$ cat config.mk
export PLATFORM = sky130hd
export DESIGN_NAME = dcpc_regs
export DESIGN_NICKNAME = d
export VERILOG_FILES = /design/src/rtl/dcpc_pkg.sv /design/src/rtl/dcpc_cal_engine.sv /design/src/rtl/dcpc_regs.sv
export VERILOG_INCLUDE_DIRS = /design/src /design/src/rtl
export SDC_FILE = /design/constraint.sdc
export NUM_CORES = 1
export LEC_CHECK = 0
export BUFFER_PORTS_ARGS = -buffer_cell sky130_fd_sc_hd__buf_2
export CAP_MARGIN = 25
export CORE_MARGIN = 2
export CORE_UTILIZATION = 58
export DETAILED_ROUTE_END_ITERATION = 16
export GPL_ROUTABILITY_DRIVEN = 0
export GPL_TIMING_DRIVEN = 1
export MAX_ROUTING_LAYER = met4
export PLACE_DENSITY = 0.8
export SYNTH_ARGS = -nofsm -noshare
export SYNTH_HDL_FRONTEND = slang
export SYNTH_SLANG_ARGS = --single-unit
export TNS_END_PERCENT = 50
$ cat constraint.sdc
create_clock -name clk -period 3.1 [get_ports clk]
set_input_delay 0 -clock clk [delete_from_list [all_inputs] [get_ports clk]]
set_output_delay 0 -clock clk [all_outputs]
set_load 0.05 [all_outputs]
$ cat src/rtl/dcpc_defines.svh
// Register offsets, field positions, reset values and counts of the control bank
`ifndef DCPC_DEFINES_SVH
`define DCPC_DEFINES_SVH

// Register offsets on the serial register port
`define DCPC_OFS_REF 7'h03
`define DCPC_OFS_GAIN 7'h07
`define DCPC_OFS_RANGE 7'h08
`define DCPC_OFS_RSET 7'h0c
`define DCPC_OFS_CAL 7'h0d
`define DCPC_OFS_COFS 7'h0e
`define DCPC_OFS_UPD 7'h1d
`define DCPC_OFS_STAT 7'h1e
`define DCPC_OFS_TYPE 7'h1f
`define DCPC_OFS_DLY 7'h20
`define DCPC_OFS_RPT 7'h2b

// Field positions
`define DCPC_REF_LSB 0
`define DCPC_GAIN_LSB 0
`define DCPC_GAIN_CAL_LSB 8
`define DCPC_RANGE_LSB 0
`define DCPC_RSET_EN_BIT 15
`define DCPC_RSET_CAL_LSB 8
`define DCPC_RSET_LSB 0
`define DCPC_FLAG_LSB 9
`define DCPC_CAL_RESET_BIT 8
`define DCPC_CAL_MODE_BIT 7
`define DCPC_CAL_EN_BIT 6
`define DCPC_CAL_RNG_LSB 4
`define DCPC_CAL_CLK_EN_BIT 3
`define DCPC_CAL_DIV_LSB 0
`define DCPC_COFS_RES_LSB 8
`define DCPC_CAL_DONE_BIT 1
`define DCPC_START_BIT 0
`define DCPC_UPD_BIT 0
`define DCPC_BUF_READ_BIT 3
`define DCPC_MEM_BIT 2
`define DCPC_PAT_BIT 1
`define DCPC_RUN_BIT 0
`define DCPC_RPT_MODE_BIT 0
`define DCPC_DLY_LSB 0
`define DCPC_RPT_LSB 0

// Reset values
`define DCPC_RSET_RST 5'h0a
`define DCPC_DLY_RST 16'h000e
`define DCPC_RPT_RST 8'h01

// Calibration clock ticks taken by one calibration cycle
`define DCPC_CAL_TICKS 5'h10

`endif

$ cat src/rtl/dcpc_pkg.sv
// Types shared by the control bank and its calibration engine
`default_nettype none
package dcpc_pkg;

  // One request from the serial port core
  typedef struct packed {
    logic wr;
    logic rd;
    logic [6:0] addr;
    logic [15:0] wdata;
  } dcpc_reg_req_t;

  // Settings that exist as a pending and an active copy
  typedef struct packed {
    logic [5:0] ref_level_trim;
    logic [6:0] gain;
    logic [1:0] gain_range_select;
    logic internal_resistor_enable;
    logic [4:0] resistor_select;
    logic repeat_mode_select;
    logic [15:0] delay;
    logic [7:0] repeat_cnt;
  } dcpc_cfg_t;

  // Calibration results; flags ordered as in bits 14..9
  typedef struct packed {
    logic [6:0] gain;
    logic [4:0] resistor;
    logic [6:0] offset;
    logic [5:0] flags;
  } dcpc_cal_res_t;

  typedef enum logic [2:0] {
    PAT_IDLE = 3'b001,
    PAT_DELAY = 3'b010,
    PAT_PLAY = 3'b100
  } dcpc_pat_st_t;

  typedef enum logic [1:0] {
    CAL_IDLE = 2'b01,
    CAL_RUN = 2'b10
  } dcpc_cal_st_t;

  // Whole state of the calibration engine
  typedef struct packed {
    dcpc_cal_st_t st;
    logic [7:0] div_cnt;
    logic [4:0] ticks;
    logic tick;
    dcpc_cal_res_t res;
    logic done;
  } dcpc_cal_state_t;

  // Whole state of the register bank
  typedef struct packed {
    dcpc_cfg_t pend;
    dcpc_cfg_t act;
    logic cal_reset;
    logic cal_en;
    logic [1:0] cal_rng;
    logic cal_clk_en;
    logic [2:0] cal_div;
    logic start_cal;
    logic upd;
    logic buf_read;
    logic mem_access;
    logic run;
    dcpc_pat_st_t pst;
    logic trig_q;
    logic [15:0] dcnt;
    logic [7:0] rcnt;
    logic start_p;
    logic [6:0] gain_eff;
    logic [4:0] rset_eff;
    logic [15:0] rdata;
    logic rvalid;
  } dcpc_state_t;

endpackage
`default_nettype wire

$ cat src/rtl/dcpc_cal_engine.sv
// Calibration clock divider and calibration cycle sequencer
`include "dcpc_defines.svh"
`default_nettype none
module dcpc_cal_engine (
  // Clock and reset
  input wire logic clk,
  input wire logic arst_n,
  // Control
  input wire logic clk_en,
  input wire logic [2:0] div,
  input wire logic start,
  input wire logic clear,
  input wire dcpc_pkg::dcpc_cal_res_t meas,
  // Results
  output dcpc_pkg::dcpc_cal_res_t res,
  output logic done,
  output logic cal_tick
);
  import dcpc_pkg::*;

  dcpc_cal_state_t q;
  dcpc_cal_state_t d;
  logic [7:0] div_lim;

  ////////////////////////////////////////////////////////////////////////////
  // Next state
  always_comb
  begin
    d = q;
    d.tick = 1'b0;
    div_lim = 8'((8'h01 << div) - 8'h01);
    // Calibration clock is the DAC clock divided by 2 to the power div
    if (clk_en)
    begin
      if (q.div_cnt >= div_lim)
      begin
        d.div_cnt = 8'h00;
        d.tick = 1'b1;
      end
      else
        d.div_cnt = q.div_cnt + 8'h01;
    end
    else
      d.div_cnt = 8'h00;
    // Clear comes first so a finishing cycle in the same clock wins
    if (clear)
    begin
      d.res = '0;
      d.done = 1'b0;
    end
    unique case (q.st)
      CAL_IDLE:
        if (start)
        begin
          d.st = CAL_RUN;
          d.ticks = 5'h00;
          d.done = 1'b0;
        end
      CAL_RUN:
        if (q.tick)
        begin
          if (q.ticks == `DCPC_CAL_TICKS - 5'h01)
          begin
            d.st = CAL_IDLE;
            d.res = meas;
            d.done = 1'b1;
          end
          else
            d.ticks = q.ticks + 5'h01;
        end
    endcase
  end

  ////////////////////////////////////////////////////////////////////////////
  // State register
  always_ff @(posedge clk or negedge arst_n)
  begin
    if (!arst_n)
    begin
      q <= '0;
      q.st <= CAL_IDLE;
    end
    else
      q <= d;
  end

  assign res = q.res;
  assign done = q.done;
  assign cal_tick = q.tick;
endmodule
`default_nettype wire

$ cat src/rtl/dcpc_regs.sv
// Control and status register bank of the DAC: trims, calibration and playback control
`include "dcpc_defines.svh"
`default_nettype none
module dcpc_regs (
  // Clock and reset
  input wire logic clk,
  input wire logic arst_n,
  // Register port from the serial port core
  input wire dcpc_pkg::dcpc_reg_req_t reg_req,
  output logic [15:0] rdata,
  output logic rvalid,
  // Analog control
  output dcpc_pkg::dcpc_cfg_t act_cfg,
  output logic [6:0] gain_eff,
  output logic [4:0] rset_eff,
  output logic cal_mode,
  output logic cal_en,
  output logic [1:0] cal_rng,
  output logic cal_tick,
  input wire dcpc_pkg::dcpc_cal_res_t cal_meas,
  // Pattern control
  input wire logic trigger_n,
  input wire logic pat_end,
  output logic mem_access,
  output logic pattern_active,
  output logic pattern_start
);
  import dcpc_pkg::*;

  dcpc_state_t q;
  dcpc_state_t d;
  dcpc_cal_res_t cal_res;
  logic cal_done;
  logic cal_start;
  logic cal_clear;
  logic wr_hit;

  ////////////////////////////////////////////////////////////////////////////
  // Readback of one register
  function automatic logic [15:0] read_word(
    input logic [6:0] addr,
    input dcpc_state_t s,
    input dcpc_cal_res_t r,
    input logic fin,
    input logic mode
  );
    dcpc_cfg_t v;
    logic [15:0] w;
    w = 16'h0000;
    // Pending copy unless the host asked for the active one
    v = s.buf_read ? s.act : s.pend;
    unique case (addr)
      `DCPC_OFS_REF:
        w[`DCPC_REF_LSB +: 6] = v.ref_level_trim;
      `DCPC_OFS_GAIN:
      begin
        w[`DCPC_GAIN_LSB +: 7] = v.gain;
        w[`DCPC_GAIN_CAL_LSB +: 7] = r.gain;
      end
      `DCPC_OFS_RANGE:
        w[`DCPC_RANGE_LSB +: 2] = v.gain_range_select;
      `DCPC_OFS_RSET:
      begin
        // In calibration mode the enable reads back the one in use
        w[`DCPC_RSET_EN_BIT] = mode ? s.act.internal_resistor_enable
                                    : v.internal_resistor_enable;
        w[`DCPC_RSET_CAL_LSB +: 5] = r.resistor;
        w[`DCPC_RSET_LSB +: 5] = v.resistor_select;
      end
      `DCPC_OFS_CAL:
      begin
        w[`DCPC_FLAG_LSB +: 6] = r.flags;
        w[`DCPC_CAL_RESET_BIT] = s.cal_reset;
        w[`DCPC_CAL_MODE_BIT] = mode;
        w[`DCPC_CAL_EN_BIT] = s.cal_en;
        w[`DCPC_CAL_RNG_LSB +: 2] = s.cal_rng;
        w[`DCPC_CAL_CLK_EN_BIT] = s.cal_clk_en;
        w[`DCPC_CAL_DIV_LSB +: 3] = s.cal_div;
      end
      `DCPC_OFS_COFS:
      begin
        w[`DCPC_COFS_RES_LSB +: 7] = r.offset;
        w[`DCPC_CAL_DONE_BIT] = fin;
        w[`DCPC_START_BIT] = s.start_cal;
      end
      `DCPC_OFS_UPD:
        w[`DCPC_UPD_BIT] = s.upd;
      `DCPC_OFS_STAT:
      begin
        w[`DCPC_BUF_READ_BIT] = s.buf_read;
        w[`DCPC_MEM_BIT] = s.mem_access;
        w[`DCPC_PAT_BIT] = (s.pst == PAT_PLAY);
        w[`DCPC_RUN_BIT] = s.run;
      end
      `DCPC_OFS_TYPE:
        w[`DCPC_RPT_MODE_BIT] = v.repeat_mode_select;
      `DCPC_OFS_DLY:
        w[`DCPC_DLY_LSB +: 16] = v.delay;
      `DCPC_OFS_RPT:
        w[`DCPC_RPT_LSB +: 8] = v.repeat_cnt;
      default:
        w = 16'h0000;
    endcase
    return w;
  endfunction

  ////////////////////////////////////////////////////////////////////////////
  // Calibration events decoded from host writes
  assign wr_hit = reg_req.wr;
  // Start only on a 0 to 1 write so a rewrite of the same value is harmless
  assign cal_start = wr_hit && (reg_req.addr == `DCPC_OFS_COFS) &&
                     reg_req.wdata[`DCPC_START_BIT] && !q.start_cal;
  // Results clear on the falling half of the host's high-low pulse
  assign cal_clear = wr_hit && (reg_req.addr == `DCPC_OFS_CAL) &&
                     !reg_req.wdata[`DCPC_CAL_RESET_BIT] && q.cal_reset;
  // Calibrated settings are in use once a finished run is enabled
  assign cal_mode = q.cal_en && cal_done;

  ////////////////////////////////////////////////////////////////////////////
  // Calibration engine, ticking on the divided calibration clock
  dcpc_cal_engine u_cal (
    .clk(clk),
    .arst_n(arst_n),
    .clk_en(q.cal_clk_en),
    .div(q.cal_div),
    .start(cal_start),
    .clear(cal_clear),
    .meas(cal_meas),
    .res(cal_res),
    .done(cal_done),
    .cal_tick(cal_tick)
  );

  ////////////////////////////////////////////////////////////////////////////
  // Next state: register writes, update transfer, readback
  always_comb
  begin
    d = q;
    d.rvalid = 1'b0;
    d.start_p = 1'b0;
    d.trig_q = trigger_n;
    // Transfer pending settings, then drop the bit so reads show zero
    if (q.upd)
    begin
      d.act = q.pend;
      d.upd = 1'b0;
    end
    if (reg_req.wr)
    begin
      unique case (reg_req.addr)
        `DCPC_OFS_REF:
          d.pend.ref_level_trim = reg_req.wdata[`DCPC_REF_LSB +: 6];
        `DCPC_OFS_GAIN:
          d.pend.gain = reg_req.wdata[`DCPC_GAIN_LSB +: 7];
        `DCPC_OFS_RANGE:
          d.pend.gain_range_select = reg_req.wdata[`DCPC_RANGE_LSB +: 2];
        `DCPC_OFS_RSET:
        begin
          d.pend.internal_resistor_enable = reg_req.wdata[`DCPC_RSET_EN_BIT];
          d.pend.resistor_select = reg_req.wdata[`DCPC_RSET_LSB +: 5];
        end
        `DCPC_OFS_CAL:
        begin
          d.cal_reset = reg_req.wdata[`DCPC_CAL_RESET_BIT];
          d.cal_en = reg_req.wdata[`DCPC_CAL_EN_BIT];
          d.cal_rng = reg_req.wdata[`DCPC_CAL_RNG_LSB +: 2];
          d.cal_clk_en = reg_req.wdata[`DCPC_CAL_CLK_EN_BIT];
          d.cal_div = reg_req.wdata[`DCPC_CAL_DIV_LSB +: 3];
        end
        `DCPC_OFS_COFS:
          d.start_cal = reg_req.wdata[`DCPC_START_BIT];
        `DCPC_OFS_UPD:
          d.upd = reg_req.wdata[`DCPC_UPD_BIT];
        `DCPC_OFS_STAT:
        begin
          d.buf_read = reg_req.wdata[`DCPC_BUF_READ_BIT];
          d.mem_access = reg_req.wdata[`DCPC_MEM_BIT];
          d.run = reg_req.wdata[`DCPC_RUN_BIT];
        end
        `DCPC_OFS_TYPE:
          d.pend.repeat_mode_select = reg_req.wdata[`DCPC_RPT_MODE_BIT];
        `DCPC_OFS_DLY:
          d.pend.delay = reg_req.wdata[`DCPC_DLY_LSB +: 16];
        `DCPC_OFS_RPT:
          d.pend.repeat_cnt = reg_req.wdata[`DCPC_RPT_LSB +: 8];
        default:
          d.upd = d.upd; // Unmapped writes are ignored
      endcase
    end
    // Read data held until the next read
    if (reg_req.rd)
    begin
      d.rdata = read_word(reg_req.addr, q, cal_res, cal_done, cal_mode);
      d.rvalid = 1'b1;
    end
    // Gain and resistor seen by the analog core
    d.gain_eff = cal_mode ? cal_res.gain : q.act.gain;
    d.rset_eff = cal_mode ? cal_res.resistor : q.act.resistor_select;

    // Playback sequencer, running on the active copy
    unique case (q.pst)
      PAT_IDLE:
        // Falling trigger edge, only while run permits it
        if (q.run && q.trig_q && !trigger_n)
        begin
          d.pst = PAT_DELAY;
          d.dcnt = q.act.delay;
        end
      PAT_DELAY:
        if (!q.run)
          d.pst = PAT_IDLE;
        else if (q.dcnt == 16'h0000)
        begin
          // Delay field plus one cycles have gone since the edge
          d.pst = PAT_PLAY;
          d.start_p = 1'b1;
          d.rcnt = q.act.repeat_cnt;
        end
        else
          d.dcnt = q.dcnt - 16'h0001;
      PAT_PLAY:
        if (pat_end)
        begin
          // Clearing run lets the current period finish, then stops
          if (!q.run)
            d.pst = PAT_IDLE;
          else if (q.act.repeat_mode_select)
          begin
            if (q.rcnt <= 8'h01)
              d.pst = PAT_IDLE;
            else
              d.rcnt = q.rcnt - 8'h01;
          end
        end
      default:
        d.pst = PAT_IDLE;
    endcase
  end

  ////////////////////////////////////////////////////////////////////////////
  // State register with documented reset values
  always_ff @(posedge clk or negedge arst_n)
  begin
    if (!arst_n)
    begin
      q <= '0;
      q.pend.resistor_select <= `DCPC_RSET_RST;
      q.act.resistor_select <= `DCPC_RSET_RST;
      q.pend.delay <= `DCPC_DLY_RST;
      q.act.delay <= `DCPC_DLY_RST;
      q.pend.repeat_cnt <= `DCPC_RPT_RST;
      q.act.repeat_cnt <= `DCPC_RPT_RST;
      q.rset_eff <= `DCPC_RSET_RST;
      q.trig_q <= 1'b1;
      q.pst <= PAT_IDLE;
    end
    else
      q <= d;
  end

  ////////////////////////////////////////////////////////////////////////////
  // Outputs from flip-flops, except pattern_active, decoded from the sequencer state, and cal_mode, gated from q.cal_en and cal_done
  assign rdata = q.rdata;
  assign rvalid = q.rvalid;
  assign act_cfg = q.act;
  assign gain_eff = q.gain_eff;
  assign rset_eff = q.rset_eff;
  assign cal_en = q.cal_en;
  assign cal_rng = q.cal_rng;
  assign mem_access = q.mem_access;
  assign pattern_active = (q.pst == PAT_PLAY);
  assign pattern_start = q.start_p;
endmodule
`default_nettype wire

==> results of run 1 <==
==> worst max-delay path: stages, from the launching register on <==
cell and delay, ns:
sky130_fd_sc_hd__dfrtp_1 0.39, sky130_fd_sc_hd__inv_1 0.10, sky130_fd_sc_hd__ha_1 0.21, sky130_fd_sc_hd__nor4b_1 0.34, sky130_fd_sc_hd__nand4_1 0.29, sky130_fd_sc_hd__a21oi_2 0.84, sky130_fd_sc_hd__inv_1 0.19, sky130_fd_sc_hd__mux2i_1 0.22
sky130_fd_sc_hd__nor2_1 0.05
==> cell usage after synthesis (3+ instances only) <==
master / n
sky130_fd_sc_hd__nor2b_1: 5
sky130_fd_sc_hd__nand2b_1: 5
sky130_fd_sc_hd__dfrtp_1: 188
sky130_fd_sc_hd__nor4_1: 5
sky130_fd_sc_hd__and3b_1: 3
sky130_fd_sc_hd__nor3_1: 9
sky130_fd_sc_hd__a222oi_1: 6
sky130_fd_sc_hd__inv_1: 27
sky130_fd_sc_hd__or2_2: 5
sky130_fd_sc_hd__ha_1: 14
sky130_fd_sc_hd__a211oi_1: 5
sky130_fd_sc_hd__o21ai_0: 30
sky130_fd_sc_hd__nor2_1: 53
sky130_fd_sc_hd__nand4_1: 5
sky130_fd_sc_hd__mux2_2: 123
sky130_fd_sc_hd__a31oi_1: 11
sky130_fd_sc_hd__buf_4: 77
sky130_fd_sc_hd__o41ai_1: 3
sky130_fd_sc_hd__nor4bb_1: 3
sky130_fd_sc_hd__and3_1: 9
sky130_fd_sc_hd__nand3_1: 11
sky130_fd_sc_hd__a22oi_1: 13
sky130_fd_sc_hd__a21oi_1: 38
sky130_fd_sc_hd__xor2_1: 6
sky130_fd_sc_hd__a21o_1: 6
sky130_fd_sc_hd__nand3b_1: 3
sky130_fd_sc_hd__or3_1: 8
sky130_fd_sc_hd__mux2i_1: 33
sky130_fd_sc_hd__a221o_1: 3
sky130_fd_sc_hd__o221ai_1: 4
sky130_fd_sc_hd__a221oi_1: 8
sky130_fd_sc_hd__a22o_1: 27
sky130_fd_sc_hd__dfstp_2: 17
sky130_fd_sc_hd__o22ai_1: 16
sky130_fd_sc_hd__o211ai_1: 3
sky130_fd_sc_hd__o2bb2ai_1: 6
sky130_fd_sc_hd__buf_2: 13
sky130_fd_sc_hd__buf_1: 3
sky130_fd_sc_hd__nand4bb_1: 3
sky130_fd_sc_hd__a32oi_1: 8
sky130_fd_sc_hd__nand2_1: 37
sky130_fd_sc_hd__clkbuf_1: 24
sky130_fd_sc_hd__nor3b_1: 4
==> metal layers <==
layer / GRT usage [%] / part of all wire [%] / vias to the layer above
met2: 49.0 / 48 / 439
met1: 38.9 / 39 / 3958
met5: - / 0 / -
li1: - / - / 3507
met3: 5.15 / 7.9 / 109
met4: 13.5 / 4.8 / 0
==> registers in the layout, indices dropped and copies added, names as in the netlist, 2 cells and up <==
signal / cells
q: 83
act_cfg: 46
u_cal.res: 25
rdata: 16
u_cal.q: 15
gain_eff: 7
rset_eff: 5
cal_rng: 2
==> worst paths after layout <==
path	start	to	slack [ns]
max	q[38]	q[50]	0.35
min	reg_req[17]	q[141]	0.04
max reg2reg	q[38]	q[50]	0.35
min reg2reg	rdata[13]	rdata[13]	0.50
max in group asynchronous	arst_n	act_cfg[11]	2.08
min in group asynchronous	arst_n	q[49]	0.15
==> per-stage QoR <==
| stage | util, % | std cells |
|---|---|---|
| 2_1_floorplan | - | 915 |
| 3_3_place_gp | 61.7 | 1175 |
| 3_5_place_dp | 61.8 | 1176 |
| 4_1_cts | 69.4 | 1266 |
| 5_1_grt | 69.4 | 1267 |
| 6_report | 69.4 | 1267 |
==> cell type report <==
type,count,area (um^2)
antenna,1,2.50
fill,1262,5330
clock buffer,30,642
sequential,205,5150
multi-input combinational,564,4380
inverter,28,105
clock inverter,12,195
tap,225,282
timing repair buffer,202,1330
==> power groups by stage <==
stage / Clock, mW / Sequential, mW / Combinational (mW)
6_report: 2.98 / 2.96 / 0.694
5_1_grt: 3.12 / 2.97 / 0.755
4_1_cts: 3.01 / 2.95 / 0.689
3_5_place_dp: 0 / 3.00 / 0.636
3_3_place_gp: 0 / 2.99 / 0.613
2_1_floorplan: 0 / 2.95 / 0.438
==> kinds of logic after synthesis <==
kind of cell             synth area share (%)
XOR/XNOR                                0.674
adder cells (fa/ha/maj)                  1.69
multiplexers                             16.5
other                                  0.0361
AO/OA/AOI/OAI                            13.2
buffers and inverters                    8.28
flip-flops                               49.6
AND/OR/NAND/NOR                          10.0
==> timing repair <==
action                                 CTS  global route
gates resized for setup                  0             0
hold buffers                            48             0
endpoints found under the hold margin  180             0
==> impl_metrics.py, run 1 <==
metrics = {
    "power": {
        "power.ir.vdd_worst_mv": 0.442,
        "p_sw_mw": 1.65,
        "sw_frac_of_total_pct": 24.8,
        "design_power_total_mw": 6.64,
        "pint_mw": 4.99,
        "power_density_nw_per_um2": 549,
        "portion_of_total_power_attributed_to_sequential_cells_pct": 44.6,
        "p_leak_nw": 5.75,
        "power.share.clock_pct": 44.9,
        "share_comb_of_total_power_pct": 10.5,
    },
    "setup_path": {
        "worst-path-max-fanout": 28,
        "crit_arrival_ns": 3.14,
        "worstSetupEndpointType": "register",
        "ff2ff_path_depth": 8,
        "cp_data_required_time_ns": 3.49,
        "critical_path.startpoint_type": "register",
        "crit_type": "reg2reg",
    },
    "placed_design": {
        "placed_cell_area_um2": 10800,
        "dp_hpwl_um": 18700,
        "dp_worst_setup_slack_ns": 0.454,
        "io_buffer_count": 136,
    },
    "sta": {
        "hold-worst-slack_ns": 0.0386,
        "maxSlewHeadroom_pct": 32.8,
        "final_hold_viol_count": 0,
        "max_freq_ghz": 0.363,
        "grt_setup_unrepaired": "false",
        "finalSetupViolations": 0,
        "finalWorstSetupSlack_ns": 0.348,
        "totalNegativeSetupSlack_ns": 0,
        "period_minus_slack_ns": 2.75,
        "timing.final.crit_share_pct": 88.8,
        "fin_worst_skew_ns": 0.0138,
        "worst_slew_pin_slew_ns": 1.01,
        "final_count_of_pins_violating_max_slew": 0,
    },
    "global_route": {
        "first_global_vias": 8068,
        "global_route.usage.total_pct": 30.7,
        "maximum_number_of_pins_on_one_net_before_global_route_repair": 96,
        "antenna_found_initial": 2,
        "grt_pass1_wl_um": 43300,
        "globalRoute.totalOverflow": 0,
    },
    "cells_and_area": {
        "most-common-layout-cells": "sky130_fd_sc_hd__dfrtp_1, sky130_fd_sc_hd__buf_2, sky130_fd_sc_hd__mux2_2, sky130_fd_sc_hd__nor2_1, sky130_fd_sc_hd__dlygate4sd3_1",
        "design.final.nets": 1092,
        "layout-drive-gt1-share_pct": 33.7,
        "final_common_cell": "sky130_fd_sc_hd__dfrtp_1",
        "area_growth_synth_to_finish_pct": 16.3,
        "postLayoutCellArea_um2": 12100,
    },
    "outcome": {
        "outcome": "complete, no violations",
    },
    "synthesis": {
        "post_synth_num_cell_types": 71,
        "mappedNetlistNets": 983,
        "synthesis.instances": 915,
        "top_reg_cell_synth": "sky130_fd_sc_hd__dfrtp_1",
        "synth.yosys.seq_area_share_pct": 49.6,
        "yosysWarnings": 0,
        "syn_std_cell_area_um2": 10400,
        "synth_seq_cells": 205,
        "synth_enable_flop_cells": 0,
        "async_flop_share_pct": 100,
        "post_synth.cell_area_avg_um2": 11.4,
        "synth_top_cells_by_area": "sky130_fd_sc_hd__dfrtp_1, sky130_fd_sc_hd__mux2_2, sky130_fd_sc_hd__buf_4, sky130_fd_sc_hd__dfstp_2, sky130_fd_sc_hd__mux2i_1",
        "synth_top_cell_area_share_pct": 45.3,
        "synth.largest_area_cell": "sky130_fd_sc_hd__dfrtp_1",
    },
    "hold_path": {
        "holdPathStages": 3,
        "worstHoldPathType": "in2reg",
    },
    "routing": {
        "avgRoutedWirePerCell_um": 22.1,
        "detail-route-antenna-nets": 0,
        "route.vias.total": 8013,
        "vias_per_cell": 6.32,
        "drt_pass1_iterations": 6,
        "postRouteWirelength_um": 28000,
        "remaining_drc_errors": 0,
        "drt_iter0_drcs": 783,
    },
    "clock_network": {
        "clk_root_buffer_cell": "sky130_fd_sc_hd__clkbuf_16",
        "clock_tree_from_tritoncts": "yes",
        "numCtsBuffers": 23,
        "clock_sink_count": 205,
        "clockBufferDepth": 3,
        "post_cts.repair.setup_buffers": 0,
        "clkLatencyLatePin_ns": 0.52,
        "clk_transition_reported_paths_ns": 0.06,
        "cts_max_level": 1,
    },
    "floorplanning": {
        "core-area_um2": 17400,
        "rows": 48,
        "die_w_um": 138,
        "floorplan.initialDensity_pct": 59.7,
        "top_level_pins": 137,
        "die_area_um2": 19000,
        "die_h_um": 138,
    },
    "run": {
        "drv.max_cap_violation_count": 0,
    },
}
Power figures use the tool's default switching activity.
==> run 2: changes to the inputs <==
--- a/config.mk
+++ b/config.mk
@@ -6,15 +6,16 @@
 export SDC_FILE = /design/constraint.sdc
 export NUM_CORES = 1
 export LEC_CHECK = 0
+export ABC_AREA = 1
 export BUFFER_PORTS_ARGS = -buffer_cell sky130_fd_sc_hd__buf_2
 export CAP_MARGIN = 25
 export CORE_MARGIN = 2
-export CORE_UTILIZATION = 58
+export CORE_UTILIZATION = 60
 export DETAILED_ROUTE_END_ITERATION = 16
 export GPL_ROUTABILITY_DRIVEN = 0
 export GPL_TIMING_DRIVEN = 1
 export MAX_ROUTING_LAYER = met4
-export PLACE_DENSITY = 0.8
+export PLACE_DENSITY = 0.82
 export SYNTH_ARGS = -nofsm -noshare
 export SYNTH_HDL_FRONTEND = slang
 export SYNTH_SLANG_ARGS = --single-unit
==> constraint.sdc (replaced) <==
create_clock -name clk -period 3.3 [get_ports clk]
set_input_delay 0 -clock clk [delete_from_list [all_inputs] [get_ports clk]]
set_output_delay 0 -clock clk [all_outputs]
set_load 0.05 [all_outputs]
==> impl_metrics.py, run 2 <==
metrics = {
    "floorplanning": {
        "die_area_um2": 19600,
        "top_level_pins": 137,
        "rows": 49,
        "die_h_um": 140,
        "core-area_um2": 18000,
        "die_w_um": 140,
        "floorplan.initialDensity_pct": 61.5,
    },
    "routing": {
        "postRouteWirelength_um": 30000,
        "avgRoutedWirePerCell_um": 16.8,
        "detail-route-antenna-nets": 0,
        "remaining_drc_errors": 0,
        "drt_iter0_drcs": 998,
        "vias_per_cell": 5.62,
        "drt_pass1_iterations": 6,
        "route.vias.total": 10100,
    },
    "outcome": {
        "outcome": "complete, no violations",
    },
    "sta": {
        "hold-worst-slack_ns": 0.0412,
        "fin_worst_skew_ns": 0.0157,
        "timing.final.crit_share_pct": 70.8,
        "max_freq_ghz": 0.428,
        "finalSetupViolations": 0,
        "grt_setup_unrepaired": "false",
        "final_count_of_pins_violating_max_slew": 0,
        "maxSlewHeadroom_pct": 33.7,
        "period_minus_slack_ns": 2.34,
        "totalNegativeSetupSlack_ns": 0,
        "worst_slew_pin_slew_ns": 0.992,
        "final_hold_viol_count": 0,
    },
    "clock_network": {
        "clkLatencyLatePin_ns": 0.52,
        "post_cts_resized": 0,
        "clock_tree_from_tritoncts": "yes",
        "numCtsBuffers": 23,
        "clock_sink_count": 205,
        "clockBufferDepth": 3,
        "post_cts.repair.setup_buffers": 0,
        "clk_root_buffer_cell": "sky130_fd_sc_hd__clkbuf_16",
        "clk_transition_reported_paths_ns": 0.06,
        "cts_max_level": 1,
    },
    "synthesis": {
        "async_flop_share_pct": 100,
        "synth.yosys.seq_area_share_pct": 46.5,
        "syn_std_cell_area_um2": 11100,
        "ys_top_cells_by_count": "sky130_fd_sc_hd__nand2_1, sky130_fd_sc_hd__dfrtp_1, sky130_fd_sc_hd__inv_1, sky130_fd_sc_hd__nor2_1, sky130_fd_sc_hd__o21ai_0",
        "synth_enable_flop_cells": 0,
        "synth_top_cells_by_area": "sky130_fd_sc_hd__dfrtp_1, sky130_fd_sc_hd__nand2_1, sky130_fd_sc_hd__buf_4, sky130_fd_sc_hd__o21ai_0, sky130_fd_sc_hd__inv_1",
        "dominant_cell_by_count_in_the_synthesized_netlist": "sky130_fd_sc_hd__nand2_1",
        "synthesis.instances": 1448,
        "synth_top_cell_area_share_pct": 42.4,
        "mappedNetlistNets": 1516,
        "synth.largest_area_cell": "sky130_fd_sc_hd__dfrtp_1",
        "top_reg_cell_synth": "sky130_fd_sc_hd__dfrtp_1",
        "post_synth.cell_area_avg_um2": 7.66,
        "yosysWarnings": 0,
        "synth_seq_cells": 205,
        "post_synth_num_cell_types": 45,
    },
    "setup_path": {
        "crit_arrival_ns": 2.70,
        "worst_path_largest_cell_delay_ns": 0.70,
        "crit_type": "reg2reg",
        "worst_path_most_repeated_cell": "sky130_fd_sc_hd__ha_1",
        "worst-path-max-fanout": 52,
        "cp_data_required_time_ns": 3.66,
        "worstSetupEndpointType": "register",
        "worst_setup_path_startpoint": "u_cal.q[27]",
        "critical_path.cell_chain": "ha_1 > nand2_1 > nor2_1 > ha_1 > nand3_2 > nand3_1 > o21ai_1",
        "critical_path.startpoint_type": "register",
        "cpMaxStageDelayCell": "sky130_fd_sc_hd__nand3_2",
        "regToRegStartpoint": "u_cal.q[27]",
    },
    "cells_and_area": {
        "area_growth_synth_to_finish_pct": 13.6,
        "design.final.nets": 1610,
        "most_flops_register": "q",
        "layout-drive-gt1-share_pct": 16.9,
        "largest_register_ff_count": 83,
        "postLayoutCellArea_um2": 12600,
        "layout.cells.non_filler": 1791,
        "multiInputGateArea_um2": 4550,
        "layout.area.seq_um2": 5150,
        "most-common-layout-cells": "sky130_fd_sc_hd__nand2_1, sky130_fd_sc_hd__dfrtp_1, sky130_fd_sc_hd__buf_2, sky130_fd_sc_hd__inv_1, sky130_fd_sc_hd__nor2_1",
        "filler_cell_count": 1375,
        "final_common_cell": "sky130_fd_sc_hd__nand2_1",
    },
    "hold_path": {
        "worstHoldPathType": "in2reg",
        "hold_sp": "reg_req[19]",
    },
    "global_route": {
        "globalRoute.totalOverflow": 0,
        "antenna_found_initial": 3,
        "global_route.usage.total_pct": 31.8,
        "first_global_vias": 9717,
        "maximum_number_of_pins_on_one_net_before_global_route_repair": 103,
        "grt_pass1_wl_um": 48800,
    },
    "power": {
        "share_comb_of_total_power_pct": 25.9,
        "power_density_nw_per_um2": 591,
        "sw_frac_of_total_pct": 34.8,
        "design_power_total_mw": 7.44,
        "power.ir.vdd_worst_mv": 0.729,
        "p_leak_nw": 6.51,
        "portion_of_total_power_attributed_to_sequential_cells_pct": 39.7,
        "p_sw_mw": 2.59,
        "power.share.clock_pct": 34.4,
        "pint_mw": 4.85,
    },
    "placed_design": {
        "placed_cells": 1694,
        "io_buffer_count": 136,
        "dp_hpwl_um": 20100,
        "placed_cell_area_um2": 11300,
    },
    "run": {
        "drv.max_cap_violation_count": 0,
    },
}
## run 2: what timing repair did
item,4_1_cts,5_1_grt
endpoints found under the hold margin,187,0
setup endpoints to repair,0,0
hold buffers,52,0
## run 2: metrics by stage
step                util, %  setup WS, ns
global placement       62.8          1.23
detailed placement     62.8          1.08
floorplan                 -          1.47
finish                 69.8         0.964
CTS                    69.8          1.03
global route           69.8         0.751
## run 2: area by class of cell
type                       instances  area share (%)
antenna                            3          0.0596
clock buffer                      35            5.25
clock inverter                     7           0.706
inverter                         148            4.41
multi-input combinational        968            36.2
sequential                       205            40.9
tap                              229            2.28
timing repair buffer             196            10.2
## run 2: power groups by stage
| stage | Combinational [mW] | Sequential [mW] | Clock [mW] |
|---|---|---|---|
| final | 1.93 | 2.95 | 2.56 |
| after global routing | 2.18 | 2.98 | 2.68 |
| after CTS | 1.91 | 2.95 | 2.57 |
| after detailed placement | 1.86 | 2.98 | 0 |
| after global placement | 1.81 | 2.98 | 0 |
| after floorplan | 1.51 | 2.93 | 0 |
## run 2: metal layers
metal  wire, um  share of wire [%]  track usage [%]  vias up
li1           -                  -                -     4714
met1      11700                 39             40.8     4666
met2      13900                 46             50.2      560
met3       2790                9.3             5.64      124
met4       1600                5.3             13.8        0
met5          0                  0                -        -
## run 2: critical path, delay by kind of cell (launching register included)
kind / cells / cell delay (ns)
AO/OA/AOI/OAI: 1 / 0.13
adder cells (fa/ha/maj): 2 / 0.38
flip-flops: 1 / 0.40
AND/OR/NAND/NOR: 4 / 1.26
## run 2: worst paths after layout
check | to | slack (ns) | cells after the start
setup reg to reg | u_cal.res[9] | 0.96 | 7
setup / recovery | u_cal.res[9] | 0.96 | 7
min in group asynchronous | q[51] | 0.15 | 2
hold / removal | q[141] | 0.04 | 5
max in group asynchronous | q[145] | 2.21 | 3
hold reg to reg | q[127] | 0.48 | 2
## run 2: cells by family (layout without fill, tap and decap cells)
| logic type | count (synthesis) | after routing | share of synthesized area, % |
|---|---|---|---|
| AND/OR/NAND/NOR | 708 | 708 | 27.1 |
| buffers and inverters | 275 | 386 | 12.5 |
| AO/OA/AOI/OAI | 230 | 230 | 11.0 |
| flip-flops | 205 | 205 | 46.5 |
| adder cells (fa/ha/maj) | 14 | 14 | 1.58 |
| XOR/XNOR | 9 | 9 | 0.711 |
| multiplexers | 6 | 6 | 0.609 |
| other | 1 | 4 | 0.0338 |
==> run 3: changes to the inputs <==
--- a/config.mk
+++ b/config.mk
@@ -6,16 +6,16 @@
 export SDC_FILE = /design/constraint.sdc
 export NUM_CORES = 1
 export LEC_CHECK = 0
-export ABC_AREA = 1
+export ABC_AREA = 0
 export BUFFER_PORTS_ARGS = -buffer_cell sky130_fd_sc_hd__buf_2
 export CAP_MARGIN = 25
 export CORE_MARGIN = 2
-export CORE_UTILIZATION = 60
+export CORE_UTILIZATION = 58
 export DETAILED_ROUTE_END_ITERATION = 16
 export GPL_ROUTABILITY_DRIVEN = 0
 export GPL_TIMING_DRIVEN = 1
 export MAX_ROUTING_LAYER = met4
-export PLACE_DENSITY = 0.82
+export PLACE_DENSITY = 0.8
 export SYNTH_ARGS = -nofsm -noshare
 export SYNTH_HDL_FRONTEND = slang
 export SYNTH_SLANG_ARGS = --single-unit
==> constraint.sdc (replaced) <==
create_clock -name clk -period 2.2 [get_ports clk]
set_input_delay 0 -clock clk [delete_from_list [all_inputs] [get_ports clk]]
set_output_delay 0 -clock clk [all_outputs]
set_load 0.05 [all_outputs]
==> impl_metrics.py, run 3 (synthesis results as in run 1) <==
metrics = {
    "sta": {
        "grt_setup_unrepaired": "true",
        "fin_worst_skew_ns": 0.0229,
        "maxSlewHeadroom_pct": 57.6,
        "period_minus_slack_ns": 2.02,
        "finalSetupViolations": 0,
        "max_freq_ghz": 0.495,
        "hold-worst-slack_ns": 0.0202,
        "timing.final.crit_share_pct": 91.9,
        "final_count_of_pins_violating_max_slew": 0,
        "final_hold_viol_count": 0,
        "worst_slew_pin_slew_ns": 0.635,
    },
    "cells_and_area": {
        "area_growth_synth_to_finish_pct": 17.7,
        "final_common_cell": "sky130_fd_sc_hd__dfrtp_1",
        "most_flops_register": "q",
        "layout-drive-gt1-share_pct": 35.4,
        "filler_cell_count": 1215,
        "most-common-layout-cells": "sky130_fd_sc_hd__dfrtp_1, sky130_fd_sc_hd__buf_2, sky130_fd_sc_hd__mux2_2, sky130_fd_sc_hd__nor2_1, sky130_fd_sc_hd__dlygate4sd3_1",
        "largest_register_ff_count": 83,
        "postLayoutCoreUtil_pct": 70.3,
        "design.final.nets": 1110,
        "layout.cells.non_filler": 1283,
        "num_antenna_cells": 0,
    },
    "clock_network": {
        "numCtsBuffers": 22,
        "clockBufferDepth": 3,
        "clkLatencyLatePin_ns": 0.52,
        "clock_sink_count": 205,
        "clk_transition_reported_paths_ns": 0.06,
        "clock_tree_from_tritoncts": "yes",
        "post_cts.repair.setup_buffers": 0,
        "cts_max_level": 1,
        "clk_root_buffer_cell": "sky130_fd_sc_hd__clkbuf_16",
    },
    "placed_design": {
        "dp_hpwl_um": 19100,
        "placed_cells": 1197,
        "io_buffer_count": 136,
    },
    "run": {
        "drv.max_cap_violation_count": 0,
    },
    "routing": {
        "avgRoutedWirePerCell_um": 22.2,
        "route.vias.total": 8221,
        "remaining_drc_errors": 0,
        "drt_iter0_drcs": 934,
        "postRouteWirelength_um": 28500,
        "detail-route-antenna-nets": 0,
        "drt_pass1_iterations": 9,
        "vias_per_cell": 6.41,
    },
    "power": {
        "design_power_total_mw": 9.05,
        "p_leak_nw": 5.83,
        "power.ir.vdd_worst_mv": 0.659,
        "power_density_nw_per_um2": 739,
    },
    "setup_path": {
        "worst-path-max-fanout": 8,
        "worstSetupEndpointType": "register",
        "crit_arrival_ns": 2.40,
        "critical_path.startpoint_type": "register",
        "crit_type": "reg2reg",
        "cp_data_required_time_ns": 2.58,
    },
    "floorplanning": {
        "floorplan.initialDensity_pct": 59.7,
        "top_level_pins": 137,
        "die_w_um": 138,
        "rows": 48,
        "die_h_um": 138,
        "die_area_um2": 19000,
        "core-area_um2": 17400,
    },
    "global_route": {
        "global_routing_met3_resource_utilization_pct": 5.30,
        "gr-usage-met2_pct": 48.9,
        "antenna_found_initial": 1,
        "met1_usage_pct": 40.8,
        "global_route.usage.total_pct": 31.3,
        "busiest_layer": "met2",
        "grt_pass1_wl_um": 44100,
        "first_global_vias": 8025,
        "globalRoute.totalOverflow": 0,
        "maximum_number_of_pins_on_one_net_before_global_route_repair": 69,
    },
    "hold_path": {
        "worstHoldPathType": "in2reg",
    },
    "outcome": {
        "outcome": "complete, no violations",
    },
}
run 3: changes by cell type in the layout (fill, tap and decap cells not counted), moves of 13 or more:
cell                      before  now
sky130_fd_sc_hd__o22ai_1       1   16
sky130_fd_sc_hd__buf_4         7   31
sky130_fd_sc_hd__nand3_1      92   11
sky130_fd_sc_hd__nand2_1     433   37
sky130_fd_sc_hd__o21ai_0     108   30
sky130_fd_sc_hd__inv_1       134   27
sky130_fd_sc_hd__nand2_2      14    0
sky130_fd_sc_hd__inv_2        13    0
sky130_fd_sc_hd__a22o_1        0   27
sky130_fd_sc_hd__mux2i_1       0   33
sky130_fd_sc_hd__mux2_2        6  123
sky130_fd_sc_hd__o21ai_1      55    0
sky130_fd_sc_hd__nor2_1      129   53
run 3: what timing repair did:
item,CTS,global route
hold buffers,46,0
setup endpoints to repair,0,16
endpoints found under the hold margin,241,0
resized for setup,0,2
run 3: worst max-delay path: stages (launching register included):
cell and delay [ns]:
sky130_fd_sc_hd__dfrtp_1 0.45, sky130_fd_sc_hd__or3b_1 0.39, sky130_fd_sc_hd__or4_4 0.50, sky130_fd_sc_hd__or3_1 0.32, sky130_fd_sc_hd__a21oi_1 0.14, sky130_fd_sc_hd__o22ai_1 0.10
run 3: area by class of cell:
type	instances	area, um^2	area share, %
clock inverter	14	161	1.32
sequential	205	5150	42.1
tap	225	282	2.30
inverter	28	106	0.869
clock buffer	26	597	4.88
timing repair buffer	221	1540	12.6
multi-input combinational	564	4390	35.9
run 3: path summary, 6_finish.rpt:
| kind | startpoint | end | slack, ns | cells after the start |
|---|---|---|---|---|
| worst max-delay path | q[57] | q[37] | 0.18 | 5 |
| worst min register to register | rdata[8] | rdata[8] | 0.48 | 1 |
| worst max register to register | q[57] | q[37] | 0.18 | 5 |
| worst min-delay path | reg_req[17] | q[141] | 0.02 | 3 |
| max in group asynchronous | arst_n | rset_eff[1] | 1.39 | 3 |
| min in group asynchronous | arst_n | q[40] | 0.07 | 2 |
run 3: per-stage QoR:
stage | setup WS [ns] | setup TNS [ns] | cell area, um^2
after floorplan | 0.0626 | 0 | 10400
after CTS | 0.0674 | 0 | 12200
after detailed placement | 0.0953 | 0 | 11000
after global routing | -0.00549 | -0.00549 | 12200
after global placement | 0.140 | 0 | 11000
final | 0.178 | 0 | 12200
run 3: where the power goes:
part	switching [mW]	internal (mW)	leakage (nW)	total, mW
sequential	0.165	3.97	2.70	4.14
combinational	0.596	0.431	2.76	1.03
clock	1.58	2.31	0.372	3.88
run 3: routing by layer:
layer | routed length (um) | vias to the layer above
met5 | 0 | -
met4 | 1470 | 0
met3 | 2470 | 111
met2 | 13600 | 471
met1 | 11000 | 4080
li1 | - | 3559
